`src/logic/coil_cmd_pkg.sv`:
```
// constants for the coil teach and jog command interpreter
// ==========================================================
// Summary of operation
// - teach mode plus capture on latches position
// - capture goes to slot register's position number
// - empty slot fields get defaults on capture
// - capture held 20ms unhomed raises alarm 093
// - address is axis plus one, 00 broadcast
// - function code 05 single coil write accepted
// - coils 0415/0416, data FF00 on, 0000 off
// - eight byte frame, CRC16, silent gaps around
// - successful non-broadcast write echoes the query unchanged
// - jog mode: on jogs away from home
// - off, or jog-negative on, stops jog
// - inch mode: rising edge starts one inch
// - coil 0414 selects teach or positioning mode
package coil_cmd_pkg;
  // ==========================================================
  // frame layout and coding
  localparam logic [7:0] ADDR_BROADCAST = 8'h00;
  localparam logic [7:0] ADDR_MIN = 8'h01;
  localparam logic [7:0] ADDR_MAX = 8'h10;
  localparam logic [7:0] FC_WRITE_COIL = 8'h05;
  localparam logic [15:0] COIL_TEACH_MODE = 16'h0414;
  localparam logic [15:0] COIL_CAPTURE = 16'h0415;
  localparam logic [15:0] COIL_JOG_POS = 16'h0416;
  localparam logic [15:0] COIL_JOG_NEG = 16'h0417;
  localparam logic [15:0] COIL_ON = 16'hff00;
  localparam logic [15:0] COIL_OFF = 16'h0000;
  localparam logic [3:0] FRAME_BYTES = 4'h8;
  localparam logic [3:0] FRAME_OVER = 4'h9;
  localparam logic [2:0] LAST_BYTE = 3'h7;
  localparam logic [15:0] CRC_INIT = 16'hffff;
  localparam logic [15:0] CRC_POLY = 16'ha001;
  localparam logic [15:0] CRC_RESIDUE = 16'h0000;
  // ==========================================================
  // actuator side codes
  localparam logic [7:0] ALARM_HOME_INCOMPLETE = 8'h5d;
  localparam logic [7:0] JOG_SPEED_PARAM = 8'h1a;
  localparam logic [7:0] INCH_DIST_PARAM = 8'h30;
  // ==========================================================
  // timing
  localparam int CLK_HZ = 25000000;
  localparam int HOLD_MS = 20;
  localparam int HOLD_CYCLES_DEFAULT = HOLD_MS * (CLK_HZ / 1000);
  localparam int HOLD_CNT_W = 20;
  // ==========================================================
  // register map
  localparam logic [11:0] REG_CTRL = 12'h000;
  localparam logic [11:0] REG_SLOT = 12'h004;
  localparam logic [11:0] REG_STATUS = 12'h008;
  localparam logic [11:0] REG_MASK = 12'h00c;
  localparam logic [11:0] REG_STATE = 12'h010;
  localparam logic [11:0] REG_CAPPOS = 12'h014;
  localparam int CTRL_INCH_BIT = 0;
  localparam int CTRL_ADDR_LSB = 8;
  localparam logic [7:0] SLAVE_ADDR_RESET = 8'h01;
  localparam int STATUS_W = 7;
  localparam int ST_CAPTURE = 0;
  localparam int ST_ALARM = 1;
  localparam int ST_JOG_START = 2;
  localparam int ST_JOG_STOP = 3;
  localparam int ST_INCH = 4;
  localparam int ST_DROP = 5;
  localparam int ST_ECHO = 6;
  typedef enum logic [1:0] {
    S_RX = 2'b01,
    S_TX = 2'b10
  } link_state_t;
endpackage

```
`src/logic/coil_teach_and_jog_commands.sv`:
```
// coil write interpreter for position capture and jog positive
`timescale 1ns/100ps
`default_nettype none
module coil_teach_and_jog_commands
  import coil_cmd_pkg::*;
#(
  parameter int HOLD_CYCLES = HOLD_CYCLES_DEFAULT
) (
  input wire logic pclk,
  input wire logic presetn,
  input wire logic psel,
  input wire logic penable,
  input wire logic pwrite,
  input wire logic [11:0] paddr,
  input wire logic [31:0] pwdata,
  output logic [31:0] prdata,
  output logic pready,
  output logic pslverr,
  input wire logic [7:0] rx_data,
  input wire logic rx_valid,
  input wire logic rx_gap,
  output logic [7:0] tx_data,
  output logic tx_valid,
  input wire logic tx_ready,
  input wire logic [31:0] present_position,
  input wire logic [3:0] slot_field_empty,
  input wire logic home_done,
  output logic capture_strobe,
  output logic [7:0] capture_slot,
  output logic [31:0] capture_position,
  output logic [3:0] capture_fill,
  output logic teach_mode,
  output logic jog_run,
  output logic jog_stop,
  output logic inch_start,
  output logic [7:0] speed_param,
  output logic [7:0] distance_param,
  output logic alarm,
  output logic [7:0] alarm_code,
  output logic irq
);
  // ==========================================================
  // state
  typedef struct packed {
    link_state_t st;
    logic [7:0][7:0] frame;
    logic [3:0] rx_cnt;
    logic [15:0] crc;
    logic [2:0] tx_idx;
    logic [7:0] tx_data;
    logic tx_valid;
    logic teach_mode;
    logic capture_coil;
    logic jog_coil;
    logic jog_run;
    logic inch_mode;
    logic [7:0] slave_addr;
    logic [7:0] slot;
    logic [HOLD_CNT_W-1:0] hold_cnt;
    logic [STATUS_W-1:0] status;
    logic [STATUS_W-1:0] mask;
    logic irq;
    logic capture_strobe;
    logic [7:0] capture_slot;
    logic [31:0] capture_position;
    logic [3:0] capture_fill;
    logic jog_stop;
    logic inch_start;
    logic [31:0] prdata;
    logic pready;
    logic pslverr;
    logic [7:0] speed_param;
    logic [7:0] distance_param;
    logic [7:0] alarm_code;
  } regs_t;

  localparam logic [HOLD_CNT_W-1:0] HOLD_LAST = HOLD_CNT_W'(HOLD_CYCLES - 1);
  localparam logic [HOLD_CNT_W-1:0] HOLD_FULL = HOLD_CNT_W'(HOLD_CYCLES);

  regs_t r;
  regs_t next_r;
  logic [7:0] f_addr;
  logic [7:0] f_func;
  logic [15:0] f_coil;
  logic [15:0] f_data;
  logic is_on;
  logic frame_good;
  logic exec;
  logic drop;
  logic setup;
  logic wr;
  logic mapped;
  logic [STATUS_W-1:0] ev;
  logic [STATUS_W-1:0] clr;

  // modbus crc, lsb first; running it over the crc bytes too leaves zero
  function automatic logic [15:0] crc_byte(input logic [15:0] c, input logic [7:0] d);
    logic [15:0] x;
    x = c ^ {8'h00, d};
    for (int i = 0; i < 8; i++) begin
      if (x[0]) begin
        x = (x >> 1) ^ CRC_POLY;
      end else begin
        x = x >> 1;
      end
    end
    return x;
  endfunction

  // ==========================================================
  // next state
  always_comb begin
    next_r = r;
    next_r.capture_strobe = 1'b0;
    next_r.jog_stop = 1'b0;
    next_r.inch_start = 1'b0;
    next_r.pready = 1'b0;
    ev = '0;
    clr = '0;
    f_addr = r.frame[0];
    f_func = r.frame[1];
    f_coil = {r.frame[2], r.frame[3]};
    f_data = {r.frame[4], r.frame[5]};
    is_on = (f_data == COIL_ON);
    frame_good = (r.rx_cnt == FRAME_BYTES) && (r.crc == CRC_RESIDUE)
      && (f_addr == r.slave_addr || f_addr == ADDR_BROADCAST)
      && (f_func == FC_WRITE_COIL)
      && (f_data == COIL_ON || f_data == COIL_OFF)
      && (f_coil == COIL_TEACH_MODE || f_coil == COIL_CAPTURE
          || f_coil == COIL_JOG_POS || f_coil == COIL_JOG_NEG);
    exec = (r.st == S_RX) && rx_gap && frame_good;
    drop = (r.st == S_RX) && rx_gap && (r.rx_cnt != 4'h0) && !frame_good;

    // receive; a byte landing in the same cycle as the gap is lost
    if (r.st == S_RX) begin
      if (rx_gap) begin
        next_r.rx_cnt = 4'h0;
        next_r.crc = CRC_INIT;
      end else if (rx_valid) begin
        if (r.rx_cnt < FRAME_BYTES) begin
          next_r.frame[r.rx_cnt[2:0]] = rx_data;
          next_r.rx_cnt = r.rx_cnt + 4'h1;
          next_r.crc = crc_byte(r.crc, rx_data);
        end else begin
          next_r.rx_cnt = FRAME_OVER;
        end
      end
    end

    if (exec) begin
      unique case (f_coil)
        COIL_TEACH_MODE: begin
          next_r.teach_mode = is_on;
        end
        COIL_CAPTURE: begin
          next_r.capture_coil = is_on;
          if (is_on && r.teach_mode) begin
            next_r.capture_strobe = 1'b1;
            next_r.capture_position = present_position;
            next_r.capture_slot = r.slot;
            next_r.capture_fill = slot_field_empty;
            ev[ST_CAPTURE] = 1'b1;
          end
        end
        COIL_JOG_POS: begin
          next_r.jog_coil = is_on;
          if (is_on) begin
            if (!r.inch_mode) begin
              if (!r.jog_run) begin
                next_r.jog_run = 1'b1;
                ev[ST_JOG_START] = 1'b1;
              end
            end else if (!r.jog_coil) begin
              next_r.inch_start = 1'b1;
              ev[ST_INCH] = 1'b1;
            end
          end else if (r.jog_run) begin
            next_r.jog_run = 1'b0;
            next_r.jog_stop = 1'b1;
            ev[ST_JOG_STOP] = 1'b1;
          end
        end
        default: begin
          if (is_on && r.jog_run) begin
            next_r.jog_run = 1'b0;
            next_r.jog_stop = 1'b1;
            ev[ST_JOG_STOP] = 1'b1;
          end
        end
      endcase
      // broadcasts are obeyed but never answered, else axes would collide
      if (f_addr != ADDR_BROADCAST) begin
        next_r.st = S_TX;
        next_r.tx_idx = 3'h0;
        next_r.tx_data = r.frame[0];
        next_r.tx_valid = 1'b1;
        ev[ST_ECHO] = 1'b1;
      end
    end
    ev[ST_DROP] = drop;

    // echo; receive is deaf meanwhile, the line is half duplex
    if (r.st == S_TX && r.tx_valid && tx_ready) begin
      if (r.tx_idx == LAST_BYTE) begin
        next_r.tx_valid = 1'b0;
        next_r.st = S_RX;
      end else begin
        next_r.tx_idx = r.tx_idx + 3'h1;
        next_r.tx_data = r.frame[r.tx_idx + 3'h1];
      end
    end

    // hold window, saturates so the alarm fires once per hold
    if (r.capture_coil && !home_done) begin
      if (r.hold_cnt != HOLD_FULL) begin
        next_r.hold_cnt = r.hold_cnt + 1'b1;
      end
      if (r.hold_cnt == HOLD_LAST) begin
        ev[ST_ALARM] = 1'b1;
      end
    end else begin
      next_r.hold_cnt = '0;
    end

    // apb: data chosen in setup, answered in a single access cycle
    setup = psel && !penable;
    wr = psel && penable && r.pready && pwrite;
    mapped = (paddr == REG_CTRL) || (paddr == REG_SLOT) || (paddr == REG_STATUS)
      || (paddr == REG_MASK) || (paddr == REG_STATE) || (paddr == REG_CAPPOS);
    if (setup) begin
      next_r.pready = 1'b1;
      next_r.pslverr = !mapped;
      next_r.prdata = '0;
      unique case (paddr)
        REG_CTRL: begin
          next_r.prdata[CTRL_INCH_BIT] = r.inch_mode;
          next_r.prdata[CTRL_ADDR_LSB +: 8] = r.slave_addr;
        end
        REG_SLOT: next_r.prdata[7:0] = r.slot;
        REG_STATUS: next_r.prdata[STATUS_W-1:0] = r.status;
        REG_MASK: next_r.prdata[STATUS_W-1:0] = r.mask;
        REG_STATE: next_r.prdata[3:0] = {r.jog_run, r.jog_coil, r.capture_coil, r.teach_mode};
        REG_CAPPOS: next_r.prdata = r.capture_position;
        default: next_r.prdata = '0;
      endcase
    end
    if (wr) begin
      unique case (paddr)
        REG_CTRL: begin
          next_r.inch_mode = pwdata[CTRL_INCH_BIT];
          // an out of range axis address would make the node unreachable
          if (pwdata[CTRL_ADDR_LSB +: 8] >= ADDR_MIN && pwdata[CTRL_ADDR_LSB +: 8] <= ADDR_MAX) begin
            next_r.slave_addr = pwdata[CTRL_ADDR_LSB +: 8];
          end
        end
        REG_SLOT: next_r.slot = pwdata[7:0];
        REG_STATUS: clr = pwdata[STATUS_W-1:0];
        REG_MASK: next_r.mask = pwdata[STATUS_W-1:0];
        default: next_r.mask = r.mask;
      endcase
    end
    // a new event beats a clear in the same cycle
    next_r.status = (r.status & ~clr) | ev;
    next_r.irq = |(next_r.status & next_r.mask);
    next_r.speed_param = JOG_SPEED_PARAM;
    next_r.distance_param = INCH_DIST_PARAM;
    next_r.alarm_code = ALARM_HOME_INCOMPLETE;
  end

  // ==========================================================
  // registers
  always_ff @(posedge pclk or negedge presetn) begin
    if (!presetn) begin
      r <= '0;
      r.st <= S_RX;
      r.crc <= CRC_INIT;
      r.slave_addr <= SLAVE_ADDR_RESET;
      r.speed_param <= JOG_SPEED_PARAM;
      r.distance_param <= INCH_DIST_PARAM;
      r.alarm_code <= ALARM_HOME_INCOMPLETE;
    end else begin
      r <= next_r;
    end
  end

  assign prdata = r.prdata;
  assign pready = r.pready;
  assign pslverr = r.pslverr;
  assign tx_data = r.tx_data;
  assign tx_valid = r.tx_valid;
  assign capture_strobe = r.capture_strobe;
  assign capture_slot = r.capture_slot;
  assign capture_position = r.capture_position;
  assign capture_fill = r.capture_fill;
  assign teach_mode = r.teach_mode;
  assign jog_run = r.jog_run;
  assign jog_stop = r.jog_stop;
  assign inch_start = r.inch_start;
  assign speed_param = r.speed_param;
  assign distance_param = r.distance_param;
  assign alarm = r.status[ST_ALARM];
  assign alarm_code = r.alarm_code;
  assign irq = r.irq;
endmodule
`default_nettype wire

```
`config.mk`:
```
export PLATFORM = sky130hd
export DESIGN_NAME = coil_teach_and_jog_commands
export DESIGN_NICKNAME = d
export VERILOG_FILES = /design/src/logic/coil_cmd_pkg.sv /design/src/logic/coil_teach_and_jog_commands.sv
export SDC_FILE = /design/constraint.sdc
export NUM_CORES = 1
export LEC_CHECK = 0
export ABC_CLOCK_PERIOD_IN_PS = 7900
export BUFFER_PORTS_ARGS = -buffer_cell sky130_fd_sc_hd__buf_4
export CAP_MARGIN = 20
export CORE_UTILIZATION = 55
export CTS_CLUSTER_DIAMETER = 150
export DETAILED_ROUTE_END_ITERATION = 10
export GPL_TIMING_DRIVEN = 1
export PLACE_DENSITY = 0.86
export SETUP_SLACK_MARGIN = 0.3
export SYNTH_ARGS = -nofsm -noshare
export SYNTH_HDL_FRONTEND = slang
export SYNTH_SLANG_ARGS = --single-unit
```
`constraint.sdc`:
```
create_clock -name pclk -period 7.9 [get_ports pclk]
set_input_delay 1.58 -clock pclk [delete_from_list [all_inputs] [get_ports pclk]]
set_output_delay 1.58 -clock pclk [all_outputs]
set_load 0.02 [all_outputs]
```
==> results of run 1 <==
cells in the mapped netlist (4+ instances only):
cell type / instances
nor4_1: 16
buf_2: 6
xor2_1: 14
nor4b_1: 6
a21oi_1: 15
o22a_1: 10
xnor2_1: 31
buf_6: 5
clkbuf_1: 34
dfstp_2: 18
or4_1: 9
nand2_1: 227
nand2b_1: 6
a211oi_1: 8
and2_1: 13
nor2_1: 70
nor3_1: 11
ha_1: 6
or3_1: 9
mux2i_1: 9
a221oi_1: 15
nor4_4: 4
nand3_1: 36
inv_1: 17
dfrtp_1: 217
o21ai_0: 30
buf_4: 108
mux2_2: 84
a31oi_1: 10
nor4_2: 4
mux4_2: 16
nand4_1: 19
nor3b_1: 4
where the power goes:
group	internal, mW	switching, mW	total [mW]	leakage, nW
combinational	0.0481	0.0804	0.129	2.93
clock	0.702	0.475	1.18	0.401
sequential	1.21	0.00320	1.21	3.18
final cells by class:
type | instances | area, sq um
Clock inverter | 12 | 144
Sequential cell | 235 | 5900
Clock buffer | 34 | 679
Fill cell | 1553 | 7650
Timing Repair Buffer | 181 | 1360
Multi-Input combinational cell | 745 | 4940
Inverter | 19 | 71.3
Tap cell | 275 | 344
sequential cells by signal, indices dropped and copies added (netlist names), 4 cells and up:
register	cells
tx_data	8
f_func	8
f_data	16
capture_slot	8
r	93
capture_position	32
prdata	32
f_addr	8
capture_fill	4
f_coil	16
worst paths after layout:
kind / from / end / slack, ns / depth (start not counted)
max: paddr[7] / irq / 3.90 / 8
min: capture_slot[0] / capture_slot[0] / 0.47 / 2
max reg2reg: r[189] / irq / 4.42 / 9
min reg2reg: capture_slot[0] / capture_slot[0] / 0.47 / 2
max in group asynchronous: presetn / f_coil[1] / 5.44 / 2
min in group asynchronous: presetn / prdata[9] / 1.03 / 1
placed cells by master (no fill, tap or decap), types with 4 or more instances in the layout:
cell,count
o22a_1,10
nor3_1,11
nand4_1,19
ha_1,6
nand2b_1,6
and2_1,13
clkbuf_1,7
nor4_1,16
inv_1,17
mux4_2,16
mux2_2,84
xor2_1,14
nor2_1,70
or3_1,9
a31oi_1,10
a211oi_1,8
dfstp_2,18
nor4_4,4
nor4b_1,6
mux2i_1,9
nand3_1,36
xnor2_1,31
dfrtp_1,217
buf_4,179
clkbuf_16,25
o21ai_0,30
nand2_1,227
conb_1,24
nor4_2,4
a221oi_1,15
a21oi_1,15
or4_1,9
clkinv_2,6
layer usage:
metal / vias to the layer above / track usage, % / routed length [um]
met3: 68 / 3.88 / 2190
met5: - / 0 / 0
met2: 439 / 45.6 / 14600
met4: 0 / 10.1 / 883
li1: 3956 / - / -
met1: 4431 / 33.9 / 11500
cell families (layout without fill, tap and decap cells):
family | Yosys count | count (layout) | share of synthesized area, %
adder cells (fa/ha/maj) | 6 | 6 | 0.633
other | 2 | 24 | 0.0634
flip-flops | 235 | 235 | 49.8
XOR/XNOR | 46 | 46 | 3.52
buffers and inverters | 173 | 246 | 9.28
multiplexers | 109 | 109 | 11.8
AO/OA/AOI/OAI | 102 | 102 | 5.73
AND/OR/NAND/NOR | 458 | 458 | 19.2
through the flow:
stage	cells	utilization (%)
3_3_place_gp	1453	59.8
2_1_floorplan	1153	-
4_1_cts	1500	63.7
5_1_grt	1501	63.7
6_report	1501	63.7
3_5_place_dp	1454	59.8
critical path, stage by stage:
cell and delay [ns]:
buf_4 0.10, nor4_1 0.52, nand4_1 0.29, nor2_1 0.60
mux2_2 0.43, a21boi_0 0.14, a2111oi_0 0.55, nand4_1 0.16
==> flow_metrics.py, run 1 <==
metrics = {
    "run_status": {
        "outcome": "complete, no violations",
    },
    "critical_path": {
        "end_kind": "flip-flop",
        "arrival_ns": 4.37,
        "crit_fanout": 7,
        "path_class": "in2reg",
        "start_kind": "input pin",
        "cp_data_required_time_ns": 8.27,
    },
    "final_layout": {
        "area_growth_pct": 13.4,
        "final_net_count": 1310,
        "antennaDiodeCount": 0,
        "drive_gt1_share_pct": 29.1,
        "fin_area_sq_mm": 0.0134,
    },
    "synth": {
        "synth_flop_cell": "dfrtp_1",
        "synth_area_sq_mm": 0.0119,
        "yosys-top-cells-area": "dfrtp_1, mux2_2, nand2_1",
        "synth_seq_cells": 235,
        "synth_top_area_share_pct": 45.8,
        "yosysSeqAreaShare_pct": 49.8,
        "synthDistinctLibCells": 62,
        "yosys_warnings": 0,
        "synth_edf_count": 0,
        "avgSynthCellArea_sq_um": 10.5,
        "synthCells": 1131,
        "synth_top_area_cell": "dfrtp_1",
        "synth_async_sr_flop_share_pct": 100,
    },
    "floorplan": {
        "dieArea_sq_mm": 0.0221,
        "fp.dieW_um": 149,
        "io_pins": 215,
        "die_y_um": 149,
        "core_area_sq_mm": 0.0211,
        "start_util_pct": 56.2,
        "fp-row-count": 53,
    },
    "clock_network": {
        "cts_setup_buffers": 0,
        "ctsHtreeMaxLevel": 1,
        "numCtsBuffers": 25,
        "ctsLongestPathBuffers": 3,
        "cts_resized": 0,
        "cts.clk_slew.worst_paths_ns": 0.06,
        "root_buffer": "clkbuf_16",
        "clock-sinks": 235,
        "cts_tree": "done",
        "ctsHoldBuffers": 0,
        "clk_latency_ns": 0.53,
    },
    "timing": {
        "finalSetupViolations": 0,
        "layout_setup_ws_ns": 3.90,
        "hold_slack_ns": 0.468,
        "rsz0062_at_grt": "false",
        "period_share_pct": 50.6,
        "fin_setup_tns_ns": 0,
        "max_freq_mhz": 250,
        "worstMarginPinSlew_ns": 1.06,
        "relSlewSlack_pct": 28.8,
        "final_hold_viol_count": 0,
        "layout_min_cycle_time_ns": 4.00,
        "finalMaxSlewViolations": 0,
        "finClkSkew_ns": 0.0269,
    },
    "global_routing": {
        "grt_max_degree": 84,
        "grt_pass1_wl_um": 46300,
        "grt_overflow": 0,
        "grt_util_all_layers_pct": 26.5,
        "antenna_found_initial": 0,
        "grt_pass1_vias": 8776,
    },
    "detailed_routing": {
        "drt_pass1_iterations": 5,
        "vias": 8894,
        "vias_per_cell": 5.93,
        "post-route-drc-count": 0,
        "routedWlPerCell_um": 19.5,
        "drt-initial-drc-count": 602,
        "ant_nets": 0,
        "routed_wl_um": 29200,
    },
    "worst_hold_path": {
        "worstHoldPathType": "reg2reg",
    },
    "pwr": {
        "finalPower_mw": 2.52,
        "peakVddDrop_uv": 125,
        "leakagePower_nw": 6.52,
        "powerDensity_mw_per_mm2": 187,
    },
    "placement": {
        "dpl-instance-area_sq_mm": 0.0126,
        "post-place-ws_ns": 3.44,
        "globalplace.congestion": 0.891,
        "dp_hpwl_um": 20200,
        "port_buffers": 174,
    },
    "run": {
        "drv_cap": 0,
    },
}
(Power assumes the default switching activity.)
==> run 2: changes to the inputs <==
--- a/config.mk
+++ b/config.mk
@@ -5,7 +5,7 @@
 export SDC_FILE = /design/constraint.sdc
 export NUM_CORES = 1
 export LEC_CHECK = 0
-export ABC_CLOCK_PERIOD_IN_PS = 7900
+export ABC_CLOCK_PERIOD_IN_PS = 4140
 export BUFFER_PORTS_ARGS = -buffer_cell sky130_fd_sc_hd__buf_4
 export CAP_MARGIN = 20
 export CORE_UTILIZATION = 55
==> constraint.sdc (replaced) <==
create_clock -name pclk -period 4.14 [get_ports pclk]
set_input_delay 0.828 -clock pclk [delete_from_list [all_inputs] [get_ports pclk]]
set_output_delay 0.828 -clock pclk [all_outputs]
set_load 0.02 [all_outputs]
==> run 2 against run 1 <==
Clock skew is 0.0039 ns higher. Sequential power up 91%. First-iteration DRC count increased by 10%. Routed wire length fell by 1.8%. Register-to-register slack got worse by 3.5 ns. Hold slack lost 0.14 ns. Combinational power up 92%. Final cell count increased by 0.67%. Global-route usage is 0.34 points lower. Worst setup slack lost 3.0 ns. Count of clock-buffer cells in the layout rose by 3. Largest power group is now clock. Highest routed layer unchanged.
==> flow_metrics.py, run 2 (same netlist as run 1, synthesis figures left out) <==
metrics = {
    "global_routing": {
        "grt_pass1_wl_um": 45400,
        "grt_overflow": 0,
        "grt_util_all_layers_pct": 26.2,
        "grt_pass1_vias": 8593,
        "grt_max_degree": 122,
        "antenna_found_initial": 0,
    },
    "clock_network": {
        "ctsLongestPathBuffers": 3,
        "root_buffer": "clkbuf_16",
        "cts.clk_slew.worst_paths_ns": 0.06,
        "clock-sinks": 235,
        "ctsHtreeMaxLevel": 1,
        "cts_tree": "done",
        "clk_latency_ns": 0.54,
        "numCtsBuffers": 26,
        "ctsHoldBuffers": 0,
        "cts_setup_buffers": 0,
        "cts_resized": 0,
    },
    "pwr": {
        "leakagePower_nw": 6.60,
        "peakVddDrop_uv": 357,
        "powerDensity_mw_per_mm2": 360,
        "finalPower_mw": 4.89,
    },
    "final_layout": {
        "multi_input_area_sq_mm": 0.00494,
        "final_cell_mix": "nand2_1, dfrtp_1, buf_4, mux2_2, nor2_1",
        "final_common_cell": "nand2_1",
        "regArea_sq_mm": 0.00590,
        "final_net_count": 1319,
        "top_register": "r",
        "antennaDiodeCount": 0,
        "num-fill-cells": 1529,
        "area_growth_pct": 14.6,
        "fin_area_sq_mm": 0.0136,
        "drive_gt1_share_pct": 29.9,
        "largest_reg_flops": 93,
    },
    "critical_path": {
        "r2r_cells": 9,
        "cp_slowest_stage_delay_ns": 0.66,
        "crit_fanout": 7,
        "cp_data_required_time_ns": 4.54,
        "critPathSlowestCell": "nor4_1",
        "path_class": "reg2reg",
        "path_cells": "inv_1 > ha_1 > nor4b_1 > nand2_1 > nor4_1 > a31oi_1 > a21o_1 > a2111oi_0 > nand4_1",
        "start_kind": "flip-flop",
        "arrival_ns": 3.60,
        "end_kind": "flip-flop",
    },
    "timing": {
        "finalMaxSlewViolations": 0,
        "rsz0062_at_grt": "false",
        "max_freq_mhz": 313,
        "layout_min_cycle_time_ns": 3.19,
        "finClkSkew_ns": 0.0309,
        "final_hold_viol_count": 0,
        "worstMarginPinSlew_ns": 0.956,
        "fin_setup_tns_ns": 0,
        "period_share_pct": 77.2,
        "finalSetupViolations": 0,
        "relSlewSlack_pct": 36.3,
    },
    "floorplan": {
        "io_pins": 215,
        "fp-row-count": 53,
        "die_y_um": 149,
        "start_util_pct": 56.2,
        "fp.dieW_um": 149,
        "core_area_sq_mm": 0.0211,
        "dieArea_sq_mm": 0.0221,
    },
    "detailed_routing": {
        "ant_nets": 0,
        "routed_wl_um": 28700,
        "post-route-drc-count": 0,
        "vias": 8824,
        "drt_pass1_iterations": 5,
        "drt-initial-drc-count": 662,
        "routedWlPerCell_um": 19.0,
        "vias_per_cell": 5.84,
    },
    "run": {
        "drv_cap": 0,
    },
    "placement": {
        "port_buffers": 174,
        "globalplace.congestion": 0.911,
        "dp_hpwl_um": 20300,
        "dpl-instance-area_sq_mm": 0.0127,
    },
    "run_status": {
        "outcome": "complete, no violations",
    },
    "worst_hold_path": {
        "worstHoldPathType": "in2async",
    },
}
run 2: area by class of cell:
class                           instances  area share, %
Multi-Input combinational cell        745           36.3
Inverter                               19          0.525
Tap cell                              275           2.53
Clock buffer                           37           5.61
Clock inverter                         11          0.921
Sequential cell                       235           43.5
Timing Repair Buffer                  189           10.6
run 2: per-layer routing:
metal / vias to the layer above / track usage, % / share of wire (%)
met5: - / 0 / 0
met4: 0 / 11.3 / 4.4
met3: 89 / 4.22 / 8.1
met2: 433 / 43.8 / 48
met1: 4340 / 33.8 / 39
li1: 3962 / - / -
run 2: path summary, 6_finish.rpt:
kind                       slack (ns)                  end       start
min reg2reg                      0.47           prdata[20]  prdata[20]
max reg2reg                      0.95                  irq      r[189]
max in group asynchronous        2.84               r[186]     presetn
min                              0.33  capture_position[9]     presetn
min in group pclk                0.47           prdata[20]  prdata[20]
max                              0.95                  irq      r[189]
run 2: worst max-delay path, delay by kind of cell, from the launching register on:
kind	cells	cell delay (ns)
AND/OR/NAND/NOR	4	1.27
buffers and inverters	1	0.18
flip-flops	1	0.47
AO/OA/AOI/OAI	3	0.96
adder cells (fa/ha/maj)	1	0.19
run 2: metrics by stage:
stage | hold slack (ns) | util [%] | setup slack [ns] | instances
after global placement | 0.451 | 60.2 | 0.755 | 1462
final | 0.327 | 64.4 | 0.946 | 1511
after detailed placement | 0.456 | 60.2 | 0.676 | 1462
after CTS | 0.407 | 64.4 | 0.972 | 1510
after global routing | 0.430 | 64.4 | 0.686 | 1511
after floorplan | 0.439 | - | 1.26 | 1153
run 2: power breakdown:
group | switching [mW] | internal, mW | leakage, nW
Combinational | 0.154 | 0.0937 | 2.98
Clock | 0.922 | 1.41 | 0.435
Sequential | 0.00623 | 2.31 | 3.18
==> run 3: changes to the inputs <==
--- a/config.mk
+++ b/config.mk
@@ -5,14 +5,14 @@
 export SDC_FILE = /design/constraint.sdc
 export NUM_CORES = 1
 export LEC_CHECK = 0
-export ABC_CLOCK_PERIOD_IN_PS = 4140
+export ABC_CLOCK_PERIOD_IN_PS = 2600
 export BUFFER_PORTS_ARGS = -buffer_cell sky130_fd_sc_hd__buf_4
 export CAP_MARGIN = 20
-export CORE_UTILIZATION = 55
+export CORE_UTILIZATION = 51
 export CTS_CLUSTER_DIAMETER = 150
 export DETAILED_ROUTE_END_ITERATION = 10
 export GPL_TIMING_DRIVEN = 1
-export PLACE_DENSITY = 0.86
+export PLACE_DENSITY = 0.84
 export SETUP_SLACK_MARGIN = 0.3
 export SYNTH_ARGS = -nofsm -noshare
 export SYNTH_HDL_FRONTEND = slang
==> constraint.sdc (replaced) <==
create_clock -name pclk -period 2.6 [get_ports pclk]
set_input_delay 0.52 -clock pclk [delete_from_list [all_inputs] [get_ports pclk]]
set_output_delay 0.52 -clock pclk [all_outputs]
set_load 0.02 [all_outputs]
==> run 3 against run 2 <==
Global-route usage increased by 0.42 points. Clock skew decreased by 0.014 ns. Sequential share of layout area decreased by 3.2 points. Maximum frequency increased by 25%. Via count increased by 5.7%. Critical path type unchanged. First-iteration DRC count increased by 32%. Final cell count increased by 5.3%. Critical endpoint is now capture_position[28]. Sequential power increased by 59%. Critical path depth decreased by 1. Routed wire length increased by 13%. Total power increased by 72%. Largest power group unchanged.
==> flow_metrics.py, run 3 (same netlist as run 1, synthesis figures left out) <==
metrics = {
    "timing": {
        "finClkSkew_ns": 0.0168,
        "rsz0062_at_grt": "true",
        "finalSetupViolations": 0,
        "hold_slack_ns": 0.184,
        "max_freq_mhz": 390,
        "finalMaxSlewViolations": 0,
        "period_share_pct": 98.7,
        "final_hold_viol_count": 0,
        "relSlewSlack_pct": 63.5,
        "fin_setup_tns_ns": 0,
        "layout_min_cycle_time_ns": 2.57,
        "worstMarginPinSlew_ns": 0.543,
    },
    "critical_path": {
        "r2r_slack_ns": 0.03,
        "cp_slowest_stage_delay_ns": 0.50,
        "end_kind": "flip-flop",
        "cp_data_required_time_ns": 3.01,
        "path_cells": "nor4_1 > nand4_1 > nor4_4 > nand4_4 > or4_4 > buf_12 > nand2_1 > nand2_1",
        "crit_fanout": 34,
        "crit_cells": 8,
        "r2r_cells": 8,
        "start_kind": "flip-flop",
        "critical_path_buf_inv_count": 1,
        "rr_startpoint": "r[182]",
        "critPathMostFrequentCell": "nand2_1",
        "path_class": "reg2reg",
        "path_delay_family": "simple AND/OR/NAND/NOR gates",
        "r2r_end": "capture_position[28]",
        "worstSetupEndpoint": "capture_position[28]",
        "arrival_ns": 2.98,
        "worstSetupStartpoint": "r[182]",
        "critPathSlowestCell": "or4_4",
    },
    "detailed_routing": {
        "ant_nets": 0,
        "vias_per_cell": 5.86,
        "vias": 9325,
        "drt_pass1_iterations": 5,
        "routed_wl_um": 32400,
        "drt-initial-drc-count": 872,
        "routedWlPerCell_um": 20.4,
        "post-route-drc-count": 0,
    },
    "run": {
        "drv_cap": 0,
    },
    "clock_network": {
        "clock-sinks": 235,
        "ctsLongestPathBuffers": 3,
        "cts.clk_slew.worst_paths_ns": 0.07,
        "ctsHtreeMaxLevel": 1,
        "numCtsBuffers": 26,
        "cts_tree": "done",
        "root_buffer": "clkbuf_16",
        "clk_latency_ns": 0.53,
    },
    "pwr": {
        "peakVddDrop_uv": 429,
        "leakagePower_nw": 7.12,
        "powerDensity_mw_per_mm2": 574,
    },
    "placement": {
        "port_buffers": 174,
        "globalplace.congestion": 0.964,
        "dp_cells": 1521,
        "dp_hpwl_um": 21700,
        "dpl-instance-area_sq_mm": 0.0132,
    },
    "final_layout": {
        "antennaDiodeCount": 0,
        "drive_gt1_share_pct": 36.5,
        "layoutNonFillerInstCount": 1591,
        "finalCoreUtilization_pct": 64.6,
        "final_common_cell": "buf_4",
        "fin_area_sq_mm": 0.0147,
        "top_register": "r",
        "largest_reg_flops": 93,
        "area_growth_pct": 23.7,
        "final_cell_mix": "buf_4, nand2_1, dfrtp_1, mux2_2, nor2_1",
        "final_net_count": 1389,
    },
    "global_routing": {
        "grt_max_degree": 60,
        "antenna_found_initial": 0,
        "grt_util_all_layers_pct": 26.6,
        "grt_overflow": 0,
        "grt_pass1_vias": 9373,
        "grt_pass1_wl_um": 50000,
    },
    "floorplan": {
        "core_area_sq_mm": 0.0227,
        "dieArea_sq_mm": 0.0239,
        "start_util_pct": 52.2,
        "fp.dieW_um": 154,
        "die_y_um": 154,
        "fp-row-count": 55,
        "io_pins": 215,
    },
    "worst_hold_path": {
        "worstHoldPathType": "in2reg",
    },
    "run_status": {
        "outcome": "complete, no violations",
    },
}
run 3: cell types whose count changed in the layout (fill, tap and decap cells not counted), sizes merged:
cell,before,now
clkbuf,37,32
buf,189,257
dlygate4sd3,0,1
bufinv,2,8
run 3: final cells by class:
class / instances / area [sq um]
clock buffer: 31 / 721
sequential: 235 / 5910
inverter: 19 / 76.3
fill: 1631 / 8050
tap: 285 / 357
clock inverter: 17 / 298
multi-input combinational: 745 / 5170
timing repair buffer: 259 / 2140
run 3: layer usage:
metal / routed length (um) / vias up / GRT usage [%] / share of wire [%]
met5: 0 / - / 0 / 0
met3: 2490 / 96 / 4.90 / 7.7
li1: - / 4101 / - / -
met4: 1430 / 0 / 10.5 / 4.4
met2: 15700 / 515 / 45.1 / 48
met1: 12900 / 4613 / 33.8 / 40
run 3: metrics by stage:
stage	setup slack, ns	power (mW)
after floorplan	0.128	3.95
after global placement	-0.208	4.15
after detailed placement	-0.206	4.16
after CTS	0.156	8.44
after global routing	-0.0411	8.64
final	0.0345	8.42
run 3: worst min-delay path by stage:
stage	from	to	slack, ns	cells past startpoint
after floorplan	presetn	alarm	0.22	0
after global placement	prdata[21]	prdata[21]	0.45	2
after detailed placement	prdata[24]	prdata[24]	0.46	2
after CTS	present_position[1]	capture_position[1]	0.18	3
final	present_position[1]	capture_position[1]	0.18	3
after global routing	present_position[4]	capture_position[4]	0.18	3
run 3: power by group:
part / leakage (nW) / total, mW / internal [mW] / switching (mW)
combinational: 3.44 / 0.416 / 0.161 / 0.255
sequential: 3.18 / 3.68 / 3.67 / 0.0100
clock: 0.497 / 4.32 / 2.77 / 1.55
total: 7.12 / 8.42 / 6.61 / 1.82
run 3: worst register-to-register path, cell delays in order, from the launching register on:
cell	delay, ns
dfstp_2	0.38
nor4_1	0.48
nand4_1	0.29
nor4_4	0.29
nand4_4	0.14
or4_4	0.50
buf_12	0.20
nand2_1	0.10
nand2_1	0.07
run 3: repair_timing:
action / 4_1_cts / 5_1_grt
hold buffers: 1 / 0
hold endpoints to repair: 41 / 0
endpoints found under the setup margin: 63 / 82
buffers inserted: 11 / 6
cloned: 3 / 1
gates resized for setup: 27 / 30
pin swaps: 11 / 13
